--- config.mk ---
export PLATFORM = sky130hd
export DESIGN_NAME = swsc_command_layer
export DESIGN_NICKNAME = d
export VERILOG_FILES = /design/src/swsc_pkg.sv /design/src/swsc_slot_engine.sv /design/src/swsc_command_layer.sv
export SDC_FILE = /design/constraint.sdc
export NUM_CORES = 1
export LEC_CHECK = 0
export ABC_AREA = 1
export BUFFER_PORTS_ARGS = -buffer_cell sky130_fd_sc_hd__clkbuf_2
export CAP_MARGIN = 20
export CORE_ASPECT_RATIO = 0.75
export CORE_MARGIN = 2
export CORE_UTILIZATION = 50
export DETAILED_ROUTE_END_ITERATION = 10
export HOLD_SLACK_MARGIN = 0.03
export PLACE_DENSITY = 0.76
export SYNTH_ARGS = -nofsm -noshare
export SYNTH_HDL_FRONTEND = slang
export SYNTH_SLANG_ARGS = --single-unit
export TNS_END_PERCENT = 30
--- constraint.sdc ---
create_clock -name ref_clk_in -period 3.3 [get_ports ref_clk_in]
set_input_delay 0.165 -clock ref_clk_in [delete_from_list [all_inputs] [get_ports ref_clk_in]]
set_output_delay 0.165 -clock ref_clk_in [all_outputs]
set_load 0.01 [all_outputs]
--- src/swsc_pkg.sv ---
// shared constants, types and helpers of the single-wire slave command layer
package swsc_pkg;

   // timing
   localparam int CLK_MHZ = 50;
   localparam int RESET_LOW_US = 120;
   localparam int RESET_LOW_CYC = RESET_LOW_US * CLK_MHZ;
   localparam int SAMPLE_US = 30;
   localparam int SAMPLE_CYC = SAMPLE_US * CLK_MHZ;
   localparam int READ_HOLD_US = 30;
   localparam int READ_HOLD_CYC = READ_HOLD_US * CLK_MHZ;
   localparam int PRES_WAIT_US = 30;
   localparam int PRES_WAIT_CYC = PRES_WAIT_US * CLK_MHZ;
   localparam int PRES_LOW_US = 60;
   localparam int PRES_LOW_CYC = PRES_LOW_US * CLK_MHZ;
   localparam int COPY_TIME_US = 2000;
   localparam int COPY_CYC = COPY_TIME_US * CLK_MHZ;

   typedef logic [19:0] swsc_cnt_t;

   // net address commands
   localparam logic [7:0] OP_READ_NET_A = 8'h33;
   localparam logic [7:0] OP_READ_NET_B = 8'h39;
   localparam logic [7:0] OP_MATCH_NET = 8'h55;
   localparam logic [7:0] OP_SKIP_NET = 8'hcc;
   localparam logic [7:0] OP_SEARCH_NET = 8'hf0;
   // function commands
   localparam logic [7:0] OP_READ_DATA = 8'h69;
   localparam logic [7:0] OP_WRITE_DATA = 8'h6c;
   localparam logic [7:0] OP_COPY_DATA = 8'h48;
   localparam logic [7:0] OP_RECALL_DATA = 8'hb8;
   localparam logic [7:0] OP_LOCK_BLOCK = 8'h6a;

   // net address layout and counters
   localparam logic [5:0] NET_LAST_BIT = 6'h3f;
   localparam logic [5:0] BYTE_LAST_BIT = 6'h07;
   localparam int CRC_DATA_BITS = 56;
   localparam logic [7:0] CRC_POLY = 8'h8c;

   // memory map
   localparam logic [7:0] ADDR_LAST = 8'hff;
   localparam logic [7:0] EE_FIRST = 8'h20;
   localparam logic [7:0] EE_LAST = 8'h7f;
   localparam int BLOCK_SHIFT = 5;
   localparam logic [1:0] SUSP_THR_OFF = 2'h0;

   typedef enum logic [3:0] {
      CS_IDLE = 4'b0000,
      CS_NET_CMD = 4'b0001,
      CS_NET_READ = 4'b0010,
      CS_NET_MATCH = 4'b0011,
      CS_SEARCH = 4'b0100,
      CS_FUNC_CMD = 4'b0101,
      CS_ADDR = 4'b0110,
      CS_READ = 4'b0111,
      CS_WRITE = 4'b1000,
      CS_IGNORE = 4'b1001
   } swsc_cmd_state_t;

   typedef enum logic [2:0] {
      SS_IDLE = 3'b000,
      SS_SLOT = 3'b001,
      SS_RESET = 3'b010,
      SS_PWAIT = 3'b011,
      SS_PRES = 3'b100
   } swsc_slot_state_t;

   // crc over the low 56 address bits, lsb first
   function automatic logic [7:0] swsc_crc8(input logic [55:0] d);
      logic [7:0] c;
      logic fb;
      c = 8'h00;
      for (int i = 0; i < CRC_DATA_BITS; i++) begin
         fb = c[0] ^ d[i];
         c = c >> 1;
         if (fb) begin
            c = c ^ CRC_POLY;
         end
      end
      return c;
   endfunction

endpackage

--- src/swsc_slot_engine.sv ---
// bus line slot engine: reset detection, presence pulse, bit slots
`timescale 1ns/1ps
module swsc_slot_engine import swsc_pkg::*; #(
   parameter int RESET_CYC = RESET_LOW_CYC
) (
   input wire logic ref_clk_in,
   input wire logic reset_in,
   input wire logic dq_in,
   input wire logic tx_en_in,
   input wire logic tx_bit_in,
   output logic dq_oe_out,
   output logic slot_done_out,
   output logic slot_bit_out,
   output logic reset_seen_out,
   output logic low_long_out
);

   typedef struct packed {
      swsc_slot_state_t state;
      swsc_cnt_t cnt;
      swsc_cnt_t low_cnt;
      logic dq_prev;
      logic oe;
      logic done;
      logic bitv;
      logic rst_pulse;
      logic low_long;
   } swsc_slot_regs_t;

   swsc_slot_regs_t q_ff;
   swsc_slot_regs_t nxt_q;

   always_comb begin
      nxt_q = q_ff;
      nxt_q.done = 1'b0;
      nxt_q.rst_pulse = 1'b0;
      nxt_q.dq_prev = dq_in;
      // own presence drive must not count toward a reset
      if (!dq_in && q_ff.state != SS_PRES) begin
         if (q_ff.low_cnt <= swsc_cnt_t'(RESET_CYC)) begin
            nxt_q.low_cnt = q_ff.low_cnt + 20'h00001;
         end
      end else begin
         nxt_q.low_cnt = '0;
      end
      nxt_q.low_long = q_ff.low_cnt > swsc_cnt_t'(RESET_CYC);
      case (q_ff.state)
         SS_IDLE: begin
            if (q_ff.dq_prev && !dq_in) begin
               nxt_q.state = SS_SLOT;
               nxt_q.cnt = '0;
               nxt_q.oe = tx_en_in && !tx_bit_in;
            end
         end
         SS_SLOT: begin
            nxt_q.cnt = q_ff.cnt + 20'h00001;
            if (q_ff.cnt == swsc_cnt_t'(READ_HOLD_CYC)) begin
               nxt_q.oe = 1'b0;
            end
            if (q_ff.cnt == swsc_cnt_t'(SAMPLE_CYC)) begin
               nxt_q.done = 1'b1;
               nxt_q.bitv = dq_in;
            end
            if (q_ff.cnt > swsc_cnt_t'(SAMPLE_CYC) && dq_in) begin
               nxt_q.state = SS_IDLE;
            end
         end
         SS_RESET: begin
            if (dq_in) begin
               nxt_q.state = SS_PWAIT;
               nxt_q.cnt = '0;
            end
         end
         SS_PWAIT: begin
            nxt_q.cnt = q_ff.cnt + 20'h00001;
            if (q_ff.cnt == swsc_cnt_t'(PRES_WAIT_CYC - 1)) begin
               nxt_q.state = SS_PRES;
               nxt_q.cnt = '0;
               nxt_q.oe = 1'b1;
            end
         end
         SS_PRES: begin
            nxt_q.cnt = q_ff.cnt + 20'h00001;
            if (q_ff.cnt == swsc_cnt_t'(PRES_LOW_CYC - 1)) begin
               nxt_q.state = SS_IDLE;
               nxt_q.oe = 1'b0;
            end
         end
         default: begin
            nxt_q.state = SS_IDLE;
            nxt_q.oe = 1'b0;
         end
      endcase
      // a low longer than the reset time wins over any slot
      if (q_ff.state != SS_RESET && q_ff.state != SS_PRES && !dq_in
          && q_ff.low_cnt == swsc_cnt_t'(RESET_CYC)) begin
         nxt_q.state = SS_RESET;
         nxt_q.rst_pulse = 1'b1;
         nxt_q.oe = 1'b0;
      end
   end

   always_ff @(posedge ref_clk_in or posedge reset_in) begin
      if (reset_in) begin
         q_ff <= '{state: SS_IDLE, dq_prev: 1'b1, default: '0};
      end else begin
         q_ff <= nxt_q;
      end
   end

   assign dq_oe_out = q_ff.oe;
   assign slot_done_out = q_ff.done;
   assign slot_bit_out = q_ff.bitv;
   assign reset_seen_out = q_ff.rst_pulse;
   assign low_long_out = q_ff.low_long;

endmodule

--- src/swsc_command_layer.sv ---
// single-wire slave transaction layer: net address and memory function commands
`timescale 1ns/1ps
module swsc_command_layer import swsc_pkg::*; #(
   parameter int RESET_CYC = RESET_LOW_CYC,
   parameter int COPY_CYCLES = COPY_CYC,
   parameter logic [7:0] FAMILY_CODE = 8'h5a, // arbitrary value
   parameter logic [47:0] SERIAL_NUMBER = 48'h0000_0000_0001 // arbitrary value
) (
   input wire logic ref_clk_in,
   input wire logic reset_in,
   input wire logic dq_in,
   output logic dq_out,
   output logic dq_oe_out,
   input wire logic net_address_opcode_select_in,
   input wire logic power_saving_enable_in,
   input wire logic [1:0] suspend_threshold_select_in,
   input wire logic current_in_suspend_window_in,
   output logic suspend_out,
   output logic [7:0] mem_addr_out,
   input wire logic [7:0] mem_rd_data_in,
   input wire logic addr_writable_in,
   output logic mem_wr_en_out,
   output logic [7:0] mem_wr_data_out,
   input wire logic [2:0] block_locked_in,
   input wire logic lock_enable_in,
   output logic lock_enable_clear_out,
   output logic block_lock_out,
   output logic recall_start_out,
   output logic copy_start_out,
   output logic [1:0] nv_block_out,
   output logic nv_copy_in_progress_out
);

   // family in the low byte, crc over the first 56 bits on top
   localparam logic [55:0] NET_LOW = {SERIAL_NUMBER, FAMILY_CODE};
   localparam logic [63:0] NET_ADDR = {swsc_crc8(NET_LOW), NET_LOW};

   typedef struct packed {
      swsc_cmd_state_t state;
      logic [5:0] bit_cnt;
      logic [1:0] phase;
      logic [7:0] shift;
      logic [7:0] func;
      logic [7:0] addr;
      logic past_end;
      logic addr_step;
      logic mismatch;
      logic wr_en;
      logic [7:0] wr_data;
      logic copy_busy;
      swsc_cnt_t copy_cnt;
      logic copy_start;
      logic recall_start;
      logic lock_start;
      logic lock_clear;
      logic [1:0] block;
      logic suspend;
   } swsc_cmd_regs_t;

   swsc_cmd_regs_t q_ff;
   swsc_cmd_regs_t nxt_q;

   logic slot_done;
   logic slot_bit;
   logic reset_seen;
   logic low_long;
   logic tx_en;
   logic tx_bit;
   logic [7:0] rx_byte;
   logic byte_end;
   logic net_bit;
   logic addr_is_ee;
   logic [1:0] addr_block;
   logic [7:0] new_is_ee_addr;
   logic new_is_ee;
   logic [1:0] new_block;

   swsc_slot_engine #(
      .RESET_CYC(RESET_CYC)
   ) u_slot (
      .ref_clk_in(ref_clk_in),
      .reset_in(reset_in),
      .dq_in(dq_in),
      .tx_en_in(tx_en),
      .tx_bit_in(tx_bit),
      .dq_oe_out(dq_oe_out),
      .slot_done_out(slot_done),
      .slot_bit_out(slot_bit),
      .reset_seen_out(reset_seen),
      .low_long_out(low_long)
   );

   // incoming bits enter at the top so the first bit ends as bit 0
   assign rx_byte = {slot_bit, q_ff.shift[7:1]};
   assign byte_end = q_ff.bit_cnt == BYTE_LAST_BIT;
   assign net_bit = NET_ADDR[q_ff.bit_cnt];
   assign addr_is_ee = q_ff.addr >= EE_FIRST && q_ff.addr <= EE_LAST;
   assign addr_block = 2'(q_ff.addr[7:BLOCK_SHIFT] - 3'h1);
   assign new_is_ee_addr = rx_byte;
   assign new_is_ee = new_is_ee_addr >= EE_FIRST && new_is_ee_addr <= EE_LAST;
   assign new_block = 2'(new_is_ee_addr[7:BLOCK_SHIFT] - 3'h1);

   // bit offered for the next slot; memory answers on the registered address
   always_comb begin
      tx_en = 1'b0;
      tx_bit = 1'b1;
      case (q_ff.state)
         CS_NET_READ: begin
            tx_en = 1'b1;
            tx_bit = net_bit;
         end
         CS_SEARCH: begin
            tx_en = q_ff.phase != 2'h2;
            tx_bit = (q_ff.phase == 2'h0) ? net_bit : !net_bit;
         end
         CS_READ: begin
            tx_en = 1'b1;
            tx_bit = q_ff.past_end || mem_rd_data_in[q_ff.bit_cnt[2:0]];
         end
         default: begin
            tx_en = 1'b0;
            tx_bit = 1'b1;
         end
      endcase
   end

   always_comb begin
      nxt_q = q_ff;
      nxt_q.wr_en = 1'b0;
      nxt_q.copy_start = 1'b0;
      nxt_q.recall_start = 1'b0;
      nxt_q.lock_start = 1'b0;
      nxt_q.lock_clear = 1'b0;
      nxt_q.addr_step = 1'b0;
      // copy timer runs on regardless of later bus resets
      if (q_ff.copy_busy) begin
         nxt_q.copy_cnt = q_ff.copy_cnt + 20'h00001;
         if (q_ff.copy_cnt == swsc_cnt_t'(COPY_CYCLES - 1)) begin
            nxt_q.copy_busy = 1'b0;
         end
      end
      nxt_q.suspend = low_long && power_saving_enable_in
                      && suspend_threshold_select_in != SUSP_THR_OFF
                      && current_in_suspend_window_in;
      // address steps one cycle after the store, so the write pulse sees its own address
      if (q_ff.addr_step) begin
         if (q_ff.addr == ADDR_LAST) begin
            nxt_q.past_end = 1'b1;
         end else begin
            nxt_q.addr = q_ff.addr + 8'h01;
         end
      end
      if (reset_seen) begin
         // partial bytes are simply dropped here
         nxt_q.state = CS_NET_CMD;
         nxt_q.bit_cnt = '0;
      end else if (slot_done) begin
         nxt_q.shift = rx_byte;
         nxt_q.bit_cnt = q_ff.bit_cnt + 6'h01;
         case (q_ff.state)
            CS_NET_CMD: begin
               if (byte_end) begin
                  nxt_q.bit_cnt = '0;
                  nxt_q.phase = 2'h0;
                  nxt_q.mismatch = 1'b0;
                  if (rx_byte == (net_address_opcode_select_in ? OP_READ_NET_B
                                                                : OP_READ_NET_A)) begin
                     nxt_q.state = CS_NET_READ;
                  end else if (rx_byte == OP_MATCH_NET) begin
                     nxt_q.state = CS_NET_MATCH;
                  end else if (rx_byte == OP_SKIP_NET) begin
                     nxt_q.state = CS_FUNC_CMD;
                  end else if (rx_byte == OP_SEARCH_NET) begin
                     nxt_q.state = CS_SEARCH;
                  end else begin
                     nxt_q.state = CS_IGNORE;
                  end
               end
            end
            CS_NET_READ: begin
               if (q_ff.bit_cnt == NET_LAST_BIT) begin
                  nxt_q.state = CS_FUNC_CMD;
                  nxt_q.bit_cnt = '0;
               end
            end
            CS_NET_MATCH: begin
               if (slot_bit != net_bit) begin
                  nxt_q.mismatch = 1'b1;
               end
               if (q_ff.bit_cnt == NET_LAST_BIT) begin
                  nxt_q.bit_cnt = '0;
                  nxt_q.state = (q_ff.mismatch || slot_bit != net_bit) ? CS_IGNORE
                                                                        : CS_FUNC_CMD;
               end
            end
            CS_SEARCH: begin
               nxt_q.bit_cnt = q_ff.bit_cnt;
               if (q_ff.phase != 2'h2) begin
                  nxt_q.phase = q_ff.phase + 2'h1;
               end else begin
                  nxt_q.phase = 2'h0;
                  nxt_q.bit_cnt = q_ff.bit_cnt + 6'h01;
                  if (slot_bit != net_bit) begin
                     nxt_q.state = CS_IGNORE;
                  end else if (q_ff.bit_cnt == NET_LAST_BIT) begin
                     nxt_q.state = CS_FUNC_CMD;
                     nxt_q.bit_cnt = '0;
                  end
               end
            end
            CS_FUNC_CMD: begin
               if (byte_end) begin
                  nxt_q.bit_cnt = '0;
                  nxt_q.func = rx_byte;
                  if (rx_byte == OP_READ_DATA || rx_byte == OP_WRITE_DATA
                      || rx_byte == OP_COPY_DATA || rx_byte == OP_RECALL_DATA
                      || rx_byte == OP_LOCK_BLOCK) begin
                     nxt_q.state = CS_ADDR;
                  end else begin
                     nxt_q.state = CS_IGNORE;
                  end
               end
            end
            CS_ADDR: begin
               if (byte_end) begin
                  nxt_q.bit_cnt = '0;
                  nxt_q.addr = rx_byte;
                  nxt_q.past_end = 1'b0;
                  nxt_q.block = new_block;
                  nxt_q.state = CS_IGNORE;
                  case (q_ff.func)
                     OP_READ_DATA: nxt_q.state = CS_READ;
                     OP_WRITE_DATA: nxt_q.state = CS_WRITE;
                     OP_COPY_DATA: begin
                        if (new_is_ee && !block_locked_in[new_block] && !q_ff.copy_busy) begin
                           nxt_q.copy_start = 1'b1;
                           nxt_q.copy_busy = 1'b1;
                           nxt_q.copy_cnt = '0;
                        end
                     end
                     OP_RECALL_DATA: begin
                        nxt_q.recall_start = new_is_ee;
                     end
                     OP_LOCK_BLOCK: begin
                        if (new_is_ee && lock_enable_in) begin
                           nxt_q.lock_start = 1'b1;
                           nxt_q.lock_clear = 1'b1;
                        end
                     end
                     default: nxt_q.state = CS_IGNORE;
                  endcase
               end
            end
            CS_READ, CS_WRITE: begin
               if (byte_end) begin
                  nxt_q.bit_cnt = '0;
                  // stores only on the eighth bit; eeprom side goes to shadow ram
                  if (q_ff.state == CS_WRITE && !q_ff.past_end && addr_writable_in
                      && !(addr_is_ee && (block_locked_in[addr_block] || q_ff.copy_busy))) begin
                     nxt_q.wr_en = 1'b1;
                     nxt_q.wr_data = rx_byte;
                  end
                  nxt_q.addr_step = 1'b1;
               end
            end
            default: begin
               nxt_q.bit_cnt = '0;
            end
         endcase
      end
   end

   always_ff @(posedge ref_clk_in or posedge reset_in) begin
      if (reset_in) begin
         q_ff <= '{state: CS_IDLE, default: '0};
      end else begin
         q_ff <= nxt_q;
      end
   end

   // pulldown only: the pin data is always low, the enable does the work
   assign dq_out = 1'b0;
   assign suspend_out = q_ff.suspend;
   assign mem_addr_out = q_ff.addr;
   assign mem_wr_en_out = q_ff.wr_en;
   assign mem_wr_data_out = q_ff.wr_data;
   assign lock_enable_clear_out = q_ff.lock_clear;
   assign block_lock_out = q_ff.lock_start;
   assign recall_start_out = q_ff.recall_start;
   assign copy_start_out = q_ff.copy_start;
   assign nv_block_out = q_ff.block;
   assign nv_copy_in_progress_out = q_ff.copy_busy;

endmodule

==> impl_metrics.csv <==
group,metric,value,unit
global_routing,grt_max_degree,53,
drt,vias,6759,
logic_synthesis,synthFlopType,"dfrtp_1",
drt,wl_per_cell,13.46,um
power_and_ir_drop,p_sw,755.0,uW
sta,slew_headroom,39.46,%
cts,cts_buffer_depth,2,
sta,final-max-slew-violation-count,0,
drt,drt_first_pass_iters,5,
global_routing,first_global_vias,6144,
floorplan,die-area,0.01600,mm2
cts,insertion_delay,0.41,ns
logic_synthesis,async_reset_ff_share,100.0,%
power_and_ir_drop,switching_share,22.11,%
logic_synthesis,yosysWarnings,0,
drt,finalWirelength,17240,um
power_and_ir_drop,seqPwrFrac,44.2,%
floorplan,rows,38,
final_layout,nets,1100,
place,numPortBuffers,46,
drt,drc,0,
power_and_ir_drop,pwr_density_cell,406.0,mW/mm2
logic_synthesis,syn-instance-count,1029,
floorplan,core,0.01455,mm2
cts,cts_tree,"done",
cts,path_clk_slew,0.06,ns
sta,tns,0,ns
power_and_ir_drop,p_int,2.659,mW
power_and_ir_drop,vdd_drop_max,0.3128,mV
logic_synthesis,syn_area_per_cell,7.285,um2
setup_path,cp.required,3.57,ns
drt,ant_nets,0,
drt,drtIter0Drc,541,
sta,max_freq,0.4814,GHz
setup_path,worst-path-buf-inv,1,
sta,post-route-period-util,62.95,%
global_routing,overflow,0,
logic_synthesis,seq_area_frac_synth,41.08,%
setup_path,path_max_fanout,9,
drt,via_per_inst,5.276,
setup_path,arrival,2.35,ns
floorplan,die_w,145.4,um
cts,cts_max_level,4,
cts,cts.sinks,123,
cts,ctsHoldBuffers,5,
setup_path,crit_family,"simple AND/OR/NAND/NOR gates",
sta,skew,0.01433,ns
logic_synthesis,yosysMostFrequentCell,"nand2_1",
global_routing,antenna_found_initial,0,
sta,setup_viol,0,
logic_synthesis,syn_nets,1061,
floorplan,io_pins,48,
power_and_ir_drop,combPwrFrac,1.7,%
logic_synthesis,synth_seq_cells,123,
sta,rsz0062_at_grt,"no",
power_and_ir_drop,leakage,4.018,nW
logic_synthesis,synth_cell_types,49,
place,dpl.hpwl,12550,um
logic_synthesis,yosysTopAreaCellShare,40.73,%
logic_synthesis,synthTopCellsByCount,"243 x nand2_1, 137 x inv_1, 124 x nor2_1, 122 x dfrtp_1, 85 x nand3_1",
sta,hold-worst-slack,0.1690,ns
outcome,status,"finished clean",
flow_run,max_cap_viol_count,0,
setup_path,slowest_delay,0.47,ns
sta,period_minus_slack,2.077,ns
sta,hold_violations,0,
sta,worst_pin_slew,0.9062,ns
setup_path,path_class,"reg -> reg",
floorplan,floorplan.initialDensity,51.52,%
final_layout,area_growth,12.17,%
setup_path,end_kind,"register",
hold_path,min_path_type,"in -> reg",
place,place_congestion,0.9498,
setup_path,worstPathCellList,"inv_2 -> ha_1 -> nor2_1 -> nor2_1 -> nand2_1 -> nand2_1 -> nand2_1 -> nand2_1 -> nand2_1 -> nand2_1 -> nand4_1 -> o21ai_0",
global_routing,grt_pass1_wl,29750,um
final_layout,layout-drive-gt1-share,11.56,%
power_and_ir_drop,clock_power_share,54.1,%
setup_path,critPathLaunchType,"register",
cts,post_cts_resized,0,
logic_synthesis,synth_area_leaders,"dfrtp_1 41%, nand2_1 12%, inv_1 6.9%, nor2_1 6.2%, nand3_1 5.7%",
logic_synthesis,synth_edf_count,0,
floorplan,die_y,110.0,um
global_routing,track_usage,22.85,%
cts,post_cts_buffers,0,
setup_path,crit_slowest_cell,"dfrtp_1",
final_layout,n_antenna_cell,0,
setup_path,cp_common_cell,"nand2_1",
power_and_ir_drop,power,3.414,mW
cts,cts_inserted_buffers,17,
logic_synthesis,syn_area,0.007496,mm2
cts,root_buffer,"clkbuf_16",
logic_synthesis,yosysTopAreaCell,"dfrtp_1",
## area by class of cell
| cell class | count | area, um2 |
|---|---|---|
| clock buffers | 18 | 439.2 |
| clock inverters | 14 | 146.4 |
| fillers | 1320 | 6141 |
| inverters | 150 | 566.8 |
| multi-input cells | 723 | 3618 |
| flip-flops and latches | 123 | 3079 |
| well taps | 200 | 250.2 |
| repair buffers | 53 | 307.8 |
## worst paths after layout
path | startpoint | to | slack [ns] | cells past startpoint
worst min-delay path | block_locked_in[1] | copy_start_out | 0.17 | 4
worst max-delay path | q_ff[66] | q_ff[66] | 1.22 | 12
max in group asynchronous | reset_in | u_slot.q_ff[5] | 1.90 | 4
min in group asynchronous | reset_in | mem_wr_data_out[3] | 0.49 | 3
worst max register to register | q_ff[66] | q_ff[66] | 1.22 | 12
worst min register to register | nv_block_out[0] | nv_block_out[0] | 0.48 | 2
## layout by cell type (no fill, tap or decap), types with 6 or more instances in the layout
cell type,synthesis,routed
ha_1,11,11
o31ai_1,6,6
o211ai_1,6,6
nand4_1,32,32
inv_2,13,13
o21ai_2,8,8
o21ai_0,56,56
o21ai_1,7,7
clkbuf_2,0,46
clkbuf_16,0,17
nand3_1,85,85
nor3_1,39,39
a21oi_1,33,33
dfrtp_1,122,122
xor2_1,22,22
nor2_1,124,124
clkinvlp_4,0,7
inv_1,137,136
nand2_1,243,243
## through the flow
| stage | instance area, um2 | setup WS [ns] | cells | util (%) |
|---|---|---|---|---|
| 2_1_floorplan | 7500 | 1.563 | 1029 | - |
| 3_3_place_gp | 7772 | 1.363 | 1244 | 53.42 |
| 3_5_place_dp | 7772 | 1.266 | 1244 | 53.42 |
| 4_1_cts | 8408 | 1.256 | 1281 | 57.79 |
| 5_1_grt | 8408 | 1.045 | 1281 | 57.79 |
| 6_report | 8408 | 1.223 | 1281 | 57.79 |
## registers in the layout (all words and copies together), names as in the netlist
register and flops:
new_is_ee_addr 7, nv_block_out 2, mem_wr_data_out 8, recall_start_out 1, mem_addr_out 8, copy_start_out 1
u_slot.slot_bit_out 1, lock_enable_clear_out 1, u_slot.low_long_out 1, nv_copy_in_progress_out 1, q_ff 43, u_slot.q_ff 44
u_slot.reset_seen_out 1, u_slot.slot_done_out 1, u_slot.dq_oe_out 1, mem_wr_en_out 1, suspend_out 1
## cells by family after synthesis
group	after synthesis	synth area share [%]
other	1	0.05003
AND/OR/NAND/NOR	557	33.38
flip-flops	123	41.08
adder cells (fa/ha/maj)	11	1.836
AO/OA/AOI/OAI	127	9.848
buffers and inverters	183	10.65
XOR/XNOR	27	3.155
## worst reg2reg max path: cells and delay by family (launching register included)
family | cells | cell delay [ns]
compound gates | 1 | 0.11
fa+ha+maj | 1 | 0.23
buf+inv | 1 | 0.13
flops | 1 | 0.47
simple gates | 9 | 1.02
## power by group through the flow
stage | clock network, mW | registers (mW) | logic (mW)
2_1_floorplan | 0 | 1.54 | 0.0279
3_3_place_gp | 0 | 1.54 | 0.0541
3_5_place_dp | 0 | 1.54 | 0.0549
4_1_cts | 1.88 | 1.51 | 0.0590
5_1_grt | 1.95 | 1.51 | 0.0671
6_report | 1.85 | 1.51 | 0.0564
## routing by layer
metal / part of all wire (%) / vias to the layer above / track usage, %
met3: 6.9 / 10 / 3.745
met1: 50 / 3124 / 34.84
met4: 0.57 / 0 / 5.392
met5: 0 / - / 0
li1: - / 3397 / -
met2: 42 / 228 / 34.16
Power figures use the tool's default switching activity.
